<file path="src/adcc_pkg.sv">
// package: constants, register map and carrier types of the converter control
package adcc_pkg;

    // register word indices, byte address is index times four
    localparam logic [2:0] ADCC_IDX_SC       = 3'h0;
    localparam logic [2:0] ADCC_IDX_RES_HI   = 3'h1;
    localparam logic [2:0] ADCC_IDX_RES_LO   = 3'h2;
    localparam logic [2:0] ADCC_IDX_CLK_CFG  = 3'h3;
    localparam logic [2:0] ADCC_IDX_EVT_STAT = 3'h4;
    localparam logic [2:0] ADCC_IDX_EVT_MASK = 3'h5;

    // status/control fields
    localparam int unsigned ADCC_SC_DONE_BIT  = 7;
    localparam int unsigned ADCC_SC_IRQEN_BIT = 6;
    localparam int unsigned ADCC_SC_CONT_BIT  = 5;
    localparam logic [7:0]  ADCC_SC_RESET     = 8'h1F;

    // channel codes
    localparam logic [4:0] ADCC_CH_PIN_LAST = 5'h05;
    localparam logic [4:0] ADCC_CH_BANDGAP  = 5'h1A;
    localparam logic [4:0] ADCC_CH_REF_HIGH = 5'h1D;
    localparam logic [4:0] ADCC_CH_REF_LOW  = 5'h1E;
    localparam logic [4:0] ADCC_CH_OFF      = 5'h1F;

    // converter clock configuration fields
    localparam int unsigned ADCC_CK_LSMP_BIT  = 0;
    localparam int unsigned ADCC_CK_ASYNC_BIT = 1;
    localparam logic [1:0]  ADCC_CK_RESET     = 2'h0;

    // event status / mask bits
    localparam int unsigned ADCC_EVT_W     = 3;
    localparam int unsigned ADCC_EVT_DONE  = 0;
    localparam int unsigned ADCC_EVT_ABORT = 1;
    localparam int unsigned ADCC_EVT_HALT  = 2;
    localparam logic [2:0]  ADCC_EVT_RESET = 3'h0;

    typedef enum logic [1:0] {
        ADCC_ST_IDLE = 2'b00,
        ADCC_ST_CONV = 2'b01,
        ADCC_ST_HALT = 2'b11
    } adcc_state_t;

    typedef struct packed {
        logic       irq_en;
        logic       cont;
        logic [4:0] channel;
    } adcc_ctrl_t;

    typedef struct packed {
        logic       start;
        logic       abort;
        logic       powered;
        logic       isolate;
        logic       long_sample;
        logic [4:0] channel;
    } adcc_conv_cmd_t;

endpackage : adcc_pkg

</file>
<file path="src/adcc_top.sv">
// converter control: register slave, conversion sequencer, interrupts
//
// The Avalon-MM interface to the registers and the address map are this design's own decisions.
`timescale 1ns/1ps
module adcc_top #(
    parameter int unsigned RES_W = 10
) (
    // clock and reset
    input  wire logic                   i_clk,
    input  wire logic                   i_rst,
    // avalon-mm slave
    input  wire logic [4:0]             i_avs_address,
    input  wire logic                   i_avs_read,
    input  wire logic                   i_avs_write,
    input  wire logic [31:0]            i_avs_writedata,
    input  wire logic [3:0]             i_avs_byteenable,
    output logic      [31:0]            o_avs_readdata,
    output logic                        o_avs_waitrequest,
    // converter core
    input  wire logic                   i_conv_eoc,
    input  wire logic [RES_W-1:0]       i_conv_data,
    output adcc_pkg::adcc_conv_cmd_t    o_conv_cmd,
    // system
    input  wire logic                   i_stop_mode,
    output logic                        o_conv_irq,
    output logic                        o_irq
);

    adcc_pkg::adcc_state_t  state_ff;
    adcc_pkg::adcc_ctrl_t   ctrl_ff;
    logic                   done_ff;
    logic                   irq_pend_ff;
    logic                   cont_run_ff;
    logic                   start_ff;
    logic                   abort_ff;
    logic [RES_W-1:0]       result_ff;
    logic [1:0]             clk_cfg_ff;
    logic [2:0]             evt_ff;
    logic [2:0]             mask_ff;
    logic [2:0]             evt_snap_ff;
    logic                   stop_q_ff;
    logic                   rd_ack_ff;
    logic [31:0]            rdata_ff;

    logic                   sel_sc;
    logic                   sel_hi;
    logic                   sel_lo;
    logic                   sel_ck;
    logic                   sel_es;
    logic                   sel_em;
    logic [31:0]            nxt_rdata;
    logic [2:0]             evt_set;
    logic [2:0]             evt_clr;

    wire logic [2:0] idx      = i_avs_address[4:2];
    wire logic       wr_take  = i_avs_write & ~o_avs_waitrequest;
    wire logic       rd_take  = i_avs_read & rd_ack_ff;
    wire logic       wr_lo    = wr_take & i_avs_byteenable[0];
    wire logic       sc_wr    = wr_lo & sel_sc;
    wire logic       ck_wr    = wr_lo & sel_ck;
    wire logic       em_wr    = wr_lo & sel_em;
    wire logic       lo_rd    = rd_take & sel_lo;
    wire logic       hi_rd    = rd_take & sel_hi;
    wire logic       es_rd    = rd_take & sel_es;
    wire logic [4:0] wr_ch    = i_avs_writedata[4:0];
    wire logic       wr_cont  =
        i_avs_writedata[adcc_pkg::ADCC_SC_CONT_BIT];
    wire logic       wr_run   = wr_ch != adcc_pkg::ADCC_CH_OFF;
    wire logic       async_en =
        clk_cfg_ff[adcc_pkg::ADCC_CK_ASYNC_BIT];
    wire logic       converting = state_ff == adcc_pkg::ADCC_ST_CONV;
    // stop without the async clock kills the converter clock
    wire logic       stop_enter = i_stop_mode & ~stop_q_ff & ~async_en;
    wire logic       eoc_ok   = i_conv_eoc & converting;

    // reads take one wait cycle so read data comes from a flip-flop
    assign o_avs_waitrequest = i_avs_read & ~rd_ack_ff;
    assign o_avs_readdata    = rdata_ff;

    always_comb begin
        sel_sc = 1'b0;
        sel_hi = 1'b0;
        sel_lo = 1'b0;
        sel_ck = 1'b0;
        sel_es = 1'b0;
        sel_em = 1'b0;
        if (idx == adcc_pkg::ADCC_IDX_SC) begin
            sel_sc = 1'b1;
        end else if (idx == adcc_pkg::ADCC_IDX_RES_HI) begin
            sel_hi = 1'b1;
        end else if (idx == adcc_pkg::ADCC_IDX_RES_LO) begin
            sel_lo = 1'b1;
        end else if (idx == adcc_pkg::ADCC_IDX_CLK_CFG) begin
            sel_ck = 1'b1;
        end else if (idx == adcc_pkg::ADCC_IDX_EVT_STAT) begin
            sel_es = 1'b1;
        end else if (idx == adcc_pkg::ADCC_IDX_EVT_MASK) begin
            sel_em = 1'b1;
        end
    end

    // unmapped addresses read as zero, writes there are dropped
    always_comb begin
        nxt_rdata = 32'h0000_0000;
        if (sel_sc) begin
            nxt_rdata[7:0] = {done_ff, ctrl_ff};
        end else if (sel_hi) begin
            nxt_rdata[RES_W-9:0] = result_ff[RES_W-1:8];
        end else if (sel_lo) begin
            nxt_rdata[7:0] = result_ff[7:0];
        end else if (sel_ck) begin
            nxt_rdata[1:0] = clk_cfg_ff;
        end else if (sel_es) begin
            nxt_rdata[2:0] = evt_ff;
        end else if (sel_em) begin
            nxt_rdata[2:0] = mask_ff;
        end
    end

    always_ff @(posedge i_clk or posedge i_rst) begin
        if (i_rst) begin
            rd_ack_ff   <= 1'b0;
            rdata_ff    <= 32'h0000_0000;
            evt_snap_ff <= adcc_pkg::ADCC_EVT_RESET;
        end else begin
            rd_ack_ff <= i_avs_read & ~rd_ack_ff;
            if (i_avs_read & ~rd_ack_ff) begin
                rdata_ff    <= nxt_rdata;
                evt_snap_ff <= evt_ff;
            end
        end
    end

    // software-visible control fields
    always_ff @(posedge i_clk or posedge i_rst) begin
        if (i_rst) begin
            ctrl_ff    <= adcc_pkg::ADCC_SC_RESET[6:0];
            clk_cfg_ff <= adcc_pkg::ADCC_CK_RESET;
            mask_ff    <= adcc_pkg::ADCC_EVT_RESET;
        end else begin
            if (sc_wr) begin
                ctrl_ff <= i_avs_writedata[6:0];
            end
            if (ck_wr) begin
                clk_cfg_ff <= i_avs_writedata[1:0];
            end
            if (em_wr) begin
                mask_ff <= i_avs_writedata[2:0];
            end
        end
    end

    // sequencer; a control write is the only way out of idle and halt
    always_ff @(posedge i_clk or posedge i_rst) begin
        if (i_rst) begin
            state_ff <= adcc_pkg::ADCC_ST_IDLE;
        end else if (sc_wr) begin
            if (wr_run) begin
                state_ff <= adcc_pkg::ADCC_ST_CONV;
            end else begin
                state_ff <= adcc_pkg::ADCC_ST_IDLE;
            end
        end else if (stop_enter && converting) begin
            state_ff <= adcc_pkg::ADCC_ST_HALT;
        end else if (eoc_ok && !cont_run_ff) begin
            state_ff <= adcc_pkg::ADCC_ST_IDLE;
        end
    end

    always_ff @(posedge i_clk or posedge i_rst) begin
        if (i_rst) begin
            cont_run_ff <= 1'b0;
        end else if (sc_wr) begin
            cont_run_ff <= wr_cont & wr_run;
        end else if (ck_wr || stop_enter) begin
            cont_run_ff <= 1'b0;
        end
    end

    // restart follows eoc by one bus cycle; slow bus clocks stretch
    // the gap between samples
    always_ff @(posedge i_clk or posedge i_rst) begin
        if (i_rst) begin
            start_ff <= 1'b0;
            abort_ff <= 1'b0;
        end else begin
            start_ff <= (sc_wr & wr_run)
                      | (eoc_ok & cont_run_ff & ~sc_wr
                         & ~ck_wr & ~stop_enter);
            abort_ff <= (sc_wr | stop_enter)
                      & converting & ~eoc_ok;
        end
    end

    // flag and result: a finishing conversion beats a same-cycle clear
    always_ff @(posedge i_clk or posedge i_rst) begin
        if (i_rst) begin
            done_ff   <= 1'b0;
            result_ff <= '0;
        end else begin
            if (eoc_ok) begin
                result_ff <= i_conv_data;
            end
            if (eoc_ok) begin
                done_ff <= 1'b1;
            end else if (sc_wr || lo_rd) begin
                done_ff <= 1'b0;
            end
        end
    end

    always_ff @(posedge i_clk or posedge i_rst) begin
        if (i_rst) begin
            irq_pend_ff <= 1'b0;
        end else if (eoc_ok && ctrl_ff.irq_en) begin
            irq_pend_ff <= 1'b1;
        end else if (sc_wr || lo_rd || hi_rd) begin
            irq_pend_ff <= 1'b0;
        end
    end

    // sticky event log; a read clears only the bits it returned
    always_comb begin
        evt_set = 3'h0;
        evt_set[adcc_pkg::ADCC_EVT_DONE]  = eoc_ok;
        evt_set[adcc_pkg::ADCC_EVT_ABORT] = (sc_wr | stop_enter)
                                          & converting & ~eoc_ok;
        evt_set[adcc_pkg::ADCC_EVT_HALT]  = stop_enter & converting;
        evt_clr = es_rd ? evt_snap_ff : 3'h0;
    end

    always_ff @(posedge i_clk or posedge i_rst) begin
        if (i_rst) begin
            evt_ff    <= adcc_pkg::ADCC_EVT_RESET;
            stop_q_ff <= 1'b0;
        end else begin
            evt_ff    <= (evt_ff & ~evt_clr) | evt_set;
            stop_q_ff <= i_stop_mode;
        end
    end

    assign o_irq      = |(evt_ff & mask_ff);
    assign o_conv_irq = irq_pend_ff;

    always_comb begin
        o_conv_cmd.start       = start_ff;
        o_conv_cmd.abort       = abort_ff;
        o_conv_cmd.powered     = converting;
        o_conv_cmd.isolate     =
            ctrl_ff.channel == adcc_pkg::ADCC_CH_OFF;
        o_conv_cmd.long_sample =
            clk_cfg_ff[adcc_pkg::ADCC_CK_LSMP_BIT];
        o_conv_cmd.channel     = ctrl_ff.channel;
    end

    a_write_starts:
    assert property (@(posedge i_clk) disable iff (i_rst)
        sc_wr && wr_run |=> start_ff && converting)
        else $error("control write did not start a conversion");

    a_off_no_start:
    assert property (@(posedge i_clk) disable iff (i_rst)
        sc_wr && !wr_run |=> !start_ff && !converting ##1 !start_ff)
        else $error("channel off still converted");

    a_done_on_eoc:
    assert property (@(posedge i_clk) disable iff (i_rst)
        eoc_ok |=> done_ff && result_ff == $past(i_conv_data))
        else $error("end of conversion not captured");

    a_done_clears:
    assert property (@(posedge i_clk) disable iff (i_rst)
        (sc_wr || lo_rd) && !eoc_ok |=> !done_ff)
        else $error("done flag not cleared");

    a_irq_follows:
    assert property (@(posedge i_clk) disable iff (i_rst)
        !o_conv_irq && !(eoc_ok && ctrl_ff.irq_en) |=> !o_conv_irq)
        else $error("conversion request without cause");

    a_irq_raise:
    assert property (@(posedge i_clk) disable iff (i_rst)
        eoc_ok && ctrl_ff.irq_en |=> o_conv_irq && done_ff)
        else $error("conversion request missing");

    a_irq_withdraw:
    assert property (@(posedge i_clk) disable iff (i_rst)
        (sc_wr || lo_rd || hi_rd) && !eoc_ok |=> !o_conv_irq)
        else $error("conversion request not withdrawn");

    a_cont_restart:
    assert property (@(posedge i_clk) disable iff (i_rst)
        eoc_ok && cont_run_ff && !sc_wr && !ck_wr && !stop_enter
        |=> start_ff && converting)
        else $error("continuous mode did not restart");

    a_cont_stops:
    assert property (@(posedge i_clk) disable iff (i_rst)
        (ck_wr || stop_enter) && !sc_wr |=> !cont_run_ff)
        else $error("continuous mode not stopped");

    a_halt_holds:
    assert property (@(posedge i_clk) disable iff (i_rst)
        state_ff == adcc_pkg::ADCC_ST_HALT && !sc_wr
        |=> state_ff == adcc_pkg::ADCC_ST_HALT && !start_ff)
        else $error("halted converter resumed without a write");

    a_single_once:
    assert property (@(posedge i_clk) disable iff (i_rst)
        eoc_ok && !cont_run_ff && !sc_wr |=> !converting && !start_ff)
        else $error("single conversion repeated");

    a_stop_aborts:
    assert property (@(posedge i_clk) disable iff (i_rst)
        stop_enter && converting && !sc_wr && !eoc_ok
        |=> abort_ff && !o_conv_cmd.powered)
        else $error("stop did not abort the conversion");

endmodule : adcc_top

</file>
<file path="config.mk">
export PLATFORM = sky130hd
export DESIGN_NAME = adcc_top
export DESIGN_NICKNAME = d
export VERILOG_FILES = /design/src/adcc_pkg.sv /design/src/adcc_top.sv
export SDC_FILE = /design/constraint.sdc
export NUM_CORES = 1
export LEC_CHECK = 0
export BUFFER_PORTS_ARGS = -buffer_cell sky130_fd_sc_hd__buf_4
export CORE_MARGIN = 2
export CORE_UTILIZATION = 47
export DETAILED_ROUTE_END_ITERATION = 10
export HOLD_SLACK_MARGIN = 0.05
export PLACE_DENSITY = 0.76
export SYNTH_ARGS = -nofsm -noshare
export SYNTH_HDL_FRONTEND = slang
export SYNTH_SLANG_ARGS = --single-unit
</file>
<file path="constraint.sdc">
create_clock -name i_clk -period 2.1 [get_ports i_clk]
set_input_delay 0.105 -clock i_clk [delete_from_list [all_inputs] [get_ports i_clk]]
set_output_delay 0.105 -clock i_clk [all_outputs]
set_load 0.02 [all_outputs]
</file>
==> out/metrics.yaml, run 1 <==
outcome:
  status: "finished clean"
sta:
  fmax_mhz: 612.9
  finClkSkew_ns: 0.008308
  setup_viol: 0
  post-route-period-util: 0.7769
  slew_headroom: 0.4294
  slew_violations: 0
  hold_violations: 0
  whs_ns: 0.07034
  worst_pin_slew_ns: 0.8507
  tns_ns: 0
  min_period_ns: 1.632
  rsz0062_at_grt: "no"
global_route:
  met1_usage: 0.2562
  grt_usage: 0.1895
  grt.met3_usage: 0.04743
  grt_overflow: 0
  antenna_found_initial: 0
  busiest_layer: "met2"
  grt_max_degree: 25
  grt_util_met2: 0.3095
  grt_pass1_vias: 1563
  grt_pass1_wl_um: 7693
critical_path:
  crit_end: "mask_ff[2]"
  worstPathCellList: "nand2b_1 -> inv_4 -> or4b_4 -> mux2_4"
  start_kind: "flip-flop"
  cp-startpoint: "rd_ack_ff"
  path_max_fanout: 11
  reg2reg_depth: 4
  critPathArrivalTime_ns: 1.82
  critPathKind: "reg -> reg"
  r2r_slack_ns: 0.47
  rr_endpoint: "mask_ff[2]"
  cp.required_ns: 2.29
  crit_slowest_cell: "or4b_4"
  r2r_start: "rd_ack_ff"
  slowest_delay_ns: 0.58
  end_kind: "flip-flop"
cts:
  insertion_delay_ns: 0.30
  cts_tree: "done"
  postCtsSetupBuffers: 0
  htreeDepth: 2
  root_buffer: "clkbuf_8"
  path_clk_slew_ns: 0.08
  cts_buffer_depth: 2
  cts_num_sinks: 45
  cts_resized: 0
  numCtsBuffers: 5
yosys:
  synth_commonest_cells: "dfrtp_1 (40), buf_4 (33), nand2_1 (18), mux2_2 (17), mux2i_1 (14)"
  synth_top_area_cell: "dfrtp_1"
  synth_cells: 209
  ys_async_sr_fraction: 1.000
  synth_compound_area_frac: 0.08909
  ys_warn_count: 0
  syn_area_mm2: 0.002317
  yosysUniqueCellTypes: 44
  synth_top_family_by_area: "multiplexers"
  synthMostInstantiatedCell: "dfrtp_1"
  synth_edf_count: 0
  ys_seq_area_frac: 0.4887
  synth.area.mux_share: 0.1722
  synth-main-ff-cell: "dfrtp_1"
  yosys.area_share.simple: 0.1004
  synth_area_leaders: "dfrtp_1 (43%), buf_4 (11%), mux2_2 (8.3%), mux2i_1 (6.0%), dfstp_2 (5.7%)"
  avgSynthCellArea_um2: 11.09
  synth.top_cell.area_share: 0.4320
  synthAdderAreaFrac: 0
  synth_xor_area_frac: 0.003780
  ys_seq_elements: 45
die:
  coreArea_mm2: 0.004723
  die_w_um: 74.22
  die_h_um: 74.22
  row_count: 25
  start_util: 0.4906
  die_area_mm2: 0.005508
  pin_count: 102
job:
  cap_violations: 0
pwr:
  seqPwrFrac: 0.460
  clkPwrFrac: 0.272
  power_leakage_uw: 0.001399
  intPower_uw: 1979
  switching_share: 0.2945
  pwr-share-comb: 0.267
  switching_power_uw: 826.0
  power.density_mw_per_mm2: 974.8
  ir_drop_v: 0.0007136
cells_and_area:
  seqCellArea_mm2: 0.001132
  antenna_cells: 0
  multi_input_comb_area_um2: 937.1
  drive_gt1_frac: 0.3220
  fin_nets: 320
  syn2layout_area_growth_pct: 24.19
  n_fill_cell: 388
drt:
  totalWireLength_um: 4748
  postRouteAntennaNets: 0
  wl_per_cell_um: 14.34
  drtPass1Iterations: 4
  drt-initial-drc-count: 110
  drc: 0
  routed_via_density: 4.864
  via_count: 1610
placement:
  hpwl_um: 3448
  gp_congestion: 0.7975
  placement.io_buffers: 47
hold_path:
  min_path_type: "in -> reg"
[power by group through the flow]
stage	clock network (uW)	registers, uW	logic, uW
5_1_grt	819	1330	826
6_report	764	1290	750
3_5_place_dp	0	1310	729
2_1_floorplan	0	1290	541
4_1_cts	773	1290	756
3_3_place_gp	0	1300	711
[critical path, delay by kind of cell (launching register included)]
kind          cells  cell delay (ns)
flops             1             0.37
buf+inv           1             0.08
simple gates      2             0.76
mux               1             0.32
[how the worst min path moves through the flow]
stage | cells past startpoint | endpoint | from
after floorplan | 0 | stop_q_ff | i_stop_mode
after global placement | 2 | done_ff | i_rst
after detailed placement | 2 | o_avs_readdata[0] | i_rst
after CTS | 2 | mask_ff[2] | i_avs_writedata[2]
after global routing | 2 | mask_ff[1] | i_avs_writedata[1]
final | 2 | mask_ff[2] | i_avs_writedata[2]
[per-stage QoR]
| step | setup slack, ns | area (um2) | utilization | cells | power, uW |
|---|---|---|---|---|---|
| detailed placement | 0.4785 | 2574 | 0.5449 | 306 | 2038 |
| global route | 0.3626 | 2878 | 0.6093 | 331 | 2972 |
| CTS | 0.4677 | 2878 | 0.6093 | 331 | 2821 |
| floorplan | 0.4781 | 2404 | - | 232 | 1833 |
| finish | 0.4685 | 2878 | 0.6093 | 331 | 2805 |
| global placement | 0.4887 | 2574 | 0.5449 | 306 | 2012 |
[repair_timing]
| item | in CTS | in global routing |
|---|---|---|
| hold buffers | 17 | 0 |
| endpoints found under the hold margin | 38 | 0 |
| endpoints found under the setup margin | 0 | 0 |
[area by class of cell]
cell class	count	share of cell area
Inverter	10	0.01391
Clock buffer	5	0.02391
Tap cell	67	0.02913
Timing Repair Buffer	66	0.1913
Clock inverter	3	0.02261
Sequential cell	45	0.3935
Multi-Input combinational cell	135	0.3257
[cells in the final DEF, fill, tap and decap left out, types with 4 or more instances in the layout]
| master | Yosys | layout |
|---|---|---|
| buf_4 | 33 | 48 |
| clkbuf_8 | 0 | 5 |
| conb_1 | 1 | 24 |
| dfrtp_1 | 40 | 40 |
| dfstp_2 | 5 | 5 |
| dlygate4sd3_1 | 0 | 17 |
| inv_1 | 9 | 8 |
| mux2_2 | 17 | 17 |
| mux2i_1 | 14 | 14 |
| nand2_1 | 18 | 18 |
| nand3_1 | 4 | 4 |
| nor2_1 | 4 | 4 |
| o21ai_0 | 11 | 11 |
| o31ai_1 | 6 | 6 |
[kinds of logic (layout without fill, tap and decap cells)]
family | count (synthesis) | count (layout)
AO/OA/AOI/OAI | 30 | 30
AND/OR/NAND/NOR | 44 | 44
XOR/XNOR | 1 | 1
buffers and inverters | 52 | 84
other | 1 | 24
flip-flops | 45 | 45
multiplexers | 36 | 36
[flip-flops by register name, indices dropped and copies added (netlist names)]
signal          flops
result_ff          10
abort_ff            1
done_ff             1
evt_snap_ff         3
start_ff            1
cont_run_ff         1
evt_ff              3
clk_cfg_ff          2
o_avs_readdata      8
mask_ff             3
ctrl_ff             2
state_ff            2
rd_ack_ff           1
stop_q_ff           1
o_conv_irq          1
o_conv_cmd          5
[metal layers]
metal / vias to the layer above / wire (um) / part of all wire
met5: - / 0 / 0
met4: 0 / 50 / 0.011
met3: 5 / 278 / 0.059
met2: 56 / 2315 / 0.49
met1: 771 / 2103 / 0.44
li1: 778 / - / -
Power figures use the tool's default switching activity.
==> inputs of run 2 (changes only) <==
- clock period: 2.1 -> 1.6 ns (I/O delays scaled with it)
==> run 2 against run 1 <==
Net effect: worst hold slack lost 0.0068 ns; core utilization grew 1.3 points; flip-flop and latch count is the same; sequential share of layout area shrank 0.84 points; cell count grew 3.0%; combinational power grew 33%; largest cell class unchanged.
==> out/metrics.yaml, run 2 (synthesis results as in run 1) <==
critical_path:
  rr_endpoint: "mask_ff[0]"
  cp-startpoint: "rd_ack_ff"
  worstPathCellList: "nand2b_2 -> inv_4 -> or4b_4 -> mux2_4"
  critPathArrivalTime_ns: 1.71  # -0.11 ns
  critPathKind: "reg -> reg"
  start_kind: "flip-flop"
  cp.required_ns: 1.78  # -0.51 ns
  end_kind: "flip-flop"
  path_max_fanout: 4  # -7
  r2r_slack_ns: 0.07  # -0.39 ns
  slowest_delay_ns: 0.52  # -0.06 ns
  crit_buf_inv: 1  # unchanged
  crit_slowest_cell: "or4b_4"
  critPathTopFamily: "simple AND/OR/NAND/NOR gates"
  r2r_start: "rd_ack_ff"
  reg2reg_depth: 4  # unchanged
pwr:
  power.density_mw_per_mm2: 1216  # +25%
  seqPwrFrac: 0.476  # +0.016
  ir_drop_v: 0.0006880  # -3.6%
  switching_share: 0.3003  # +0.005823
  intPower_uw: 2502  # +26%
  power_leakage_uw: 0.001438  # +2.8%
  clkPwrFrac: 0.243  # -0.029
  pwr-share-comb: 0.281  # +0.014
  total_power_uw: 3576  # +27%
  switching_power_uw: 1074  # +30%
die:
  pin_count: 102  # unchanged
  coreArea_mm2: 0.004723  # unchanged
  start_util: 0.4906  # unchanged
  die_area_mm2: 0.005508  # unchanged
  row_count: 25  # unchanged
  die_h_um: 74.22  # unchanged
  die_w_um: 74.22  # unchanged
cells_and_area:
  layout_commonest_cell: "buf_4"
  fin_nets: 330  # +3.1%
  largest_register_ffs: 10  # unchanged
  final_cell_mix: "buf_4 (57), dfrtp_1 (40), conb_1 (24), nand2_1 (18), dlygate4sd3_1 (18)"
  syn2layout_area_growth_pct: 26.89
  drive_gt1_frac: 0.3431  # +0.02110
  top_register: "result_ff"
  antenna_cells: 0  # unchanged
global_route:
  grt_overflow: 0  # unchanged
  antenna_found_initial: 0  # unchanged
  grt_pass1_vias: 1684  # +7.7%
  grt_pass1_wl_um: 8190  # +6.5%
  grt_usage: 0.1995  # +0.01002
  grt_max_degree: 23  # -8.0%
hold_path:
  min_path_type: "in -> reg"
  hold_path_end: "mask_ff[1]"
  min_path_cells: 2  # unchanged
  hp-start: "i_avs_writedata[1]"
sta:
  finClkSkew_ns: 0.007884  # -0.0004243 ns
  slew_violations: 0  # unchanged
  slew_headroom: 0.6218  # +0.1924
  tns_ns: 0  # unchanged
  setup_ws_ns: 0.07438  # -0.3941 ns
  min_period_ns: 1.526  # -0.1059 ns
  rsz0062_at_grt: "no"
  worst_pin_slew_ns: 0.5638  # -0.2869 ns
  hold_violations: 0  # unchanged
  setup_viol: 0  # unchanged
  fmax_mhz: 655.5  # +6.9%
  post-route-period-util: 0.9535  # +0.1766
cts:
  numCtsBuffers: 5  # unchanged
  postCtsSetupBuffers: 0  # unchanged
  htreeDepth: 2  # unchanged
  path_clk_slew_ns: 0.08  # about the same
  root_buffer: "clkbuf_8"
  cts_tree: "done"
  cts_buffer_depth: 2  # unchanged
  cts_num_sinks: 45  # unchanged
  insertion_delay_ns: 0.29  # about the same
drt:
  wl_per_cell_um: 14.41  # +0.48%
  via_count: 1681  # +4.4%
  routed_via_density: 4.930  # +1.3%
  drt-initial-drc-count: 110  # unchanged
  totalWireLength_um: 4915  # +3.5%
  drtPass1Iterations: 4  # unchanged
  postRouteAntennaNets: 0  # unchanged
  drc: 0  # unchanged
placement:
  hpwl_um: 3580  # +3.8%
  placement.io_buffers: 47  # unchanged
  gp_congestion: 0.8485  # +6.4%
  dp_slack_ns: 0.04590  # -0.4326 ns
outcome:
  status: "finished clean"
job:
  cap_violations: 0  # unchanged
run 2: through the flow:
stage          utilization  instance area, um2  cells  hold slack [ns]
4_1_cts             0.6220                2938    341          0.05695
3_5_place_dp        0.5592                2641    315          0.09805
5_1_grt             0.6225                2940    341          0.05931
2_1_floorplan            -                2404    232           0.1114
3_3_place_gp        0.5592                2641    315          0.09691
6_report            0.6225                2940    341          0.06358
run 2: repair_timing:
| action | 4_1_cts | 5_1_grt |
|---|---|---|
| setup endpoints to repair | 0 | 3 |
| resized for setup | 0 | 1 |
| endpoints found under the hold margin | 31 | 0 |
| hold buffers | 18 | 0 |
run 2: layout make-up:
type / count / area [um2]
repair buffers: 76 / 628.1
flip-flops and latches: 45 / 1132
clock inverters: 1 / 30.03
well taps: 67 / 83.83
fillers: 388 / 1783
multi-input cells: 135 / 939.7
inverters: 10 / 40.04
clock buffers: 7 / 86.33
run 2: power by group through the flow:
| stage | registers [uW] | logic (uW) | clock network [uW] |
|---|---|---|---|
| after detailed placement | 1720 | 971 | 0 |
| final | 1700 | 1000 | 870 |
| after CTS | 1700 | 1010 | 887 |
| after global placement | 1710 | 948 | 0 |
| after floorplan | 1700 | 710 | 0 |
| after global routing | 1740 | 1110 | 946 |
run 2: worst max path at each step:
stage                  to  slack, ns  depth (start not counted)
2_1_floorplan  mask_ff[0]       0.03                          5
3_3_place_gp   mask_ff[1]       0.07                          4
3_5_place_dp   mask_ff[0]       0.05                          4
4_1_cts        mask_ff[0]       0.02                          4
5_1_grt        mask_ff[0]       0.02                          4
6_report       mask_ff[0]       0.07                          4
run 2: metal layers:
| metal | share of wire | up-vias | GRT usage |
|---|---|---|---|
| li1 | - | 797 | - |
| met1 | 0.46 | 819 | 0.2711 |
| met2 | 0.47 | 57 | 0.3175 |
| met3 | 0.054 | 8 | 0.05149 |
| met4 | 0.017 | 0 | 0.06151 |
| met5 | 0 | - | 0 |
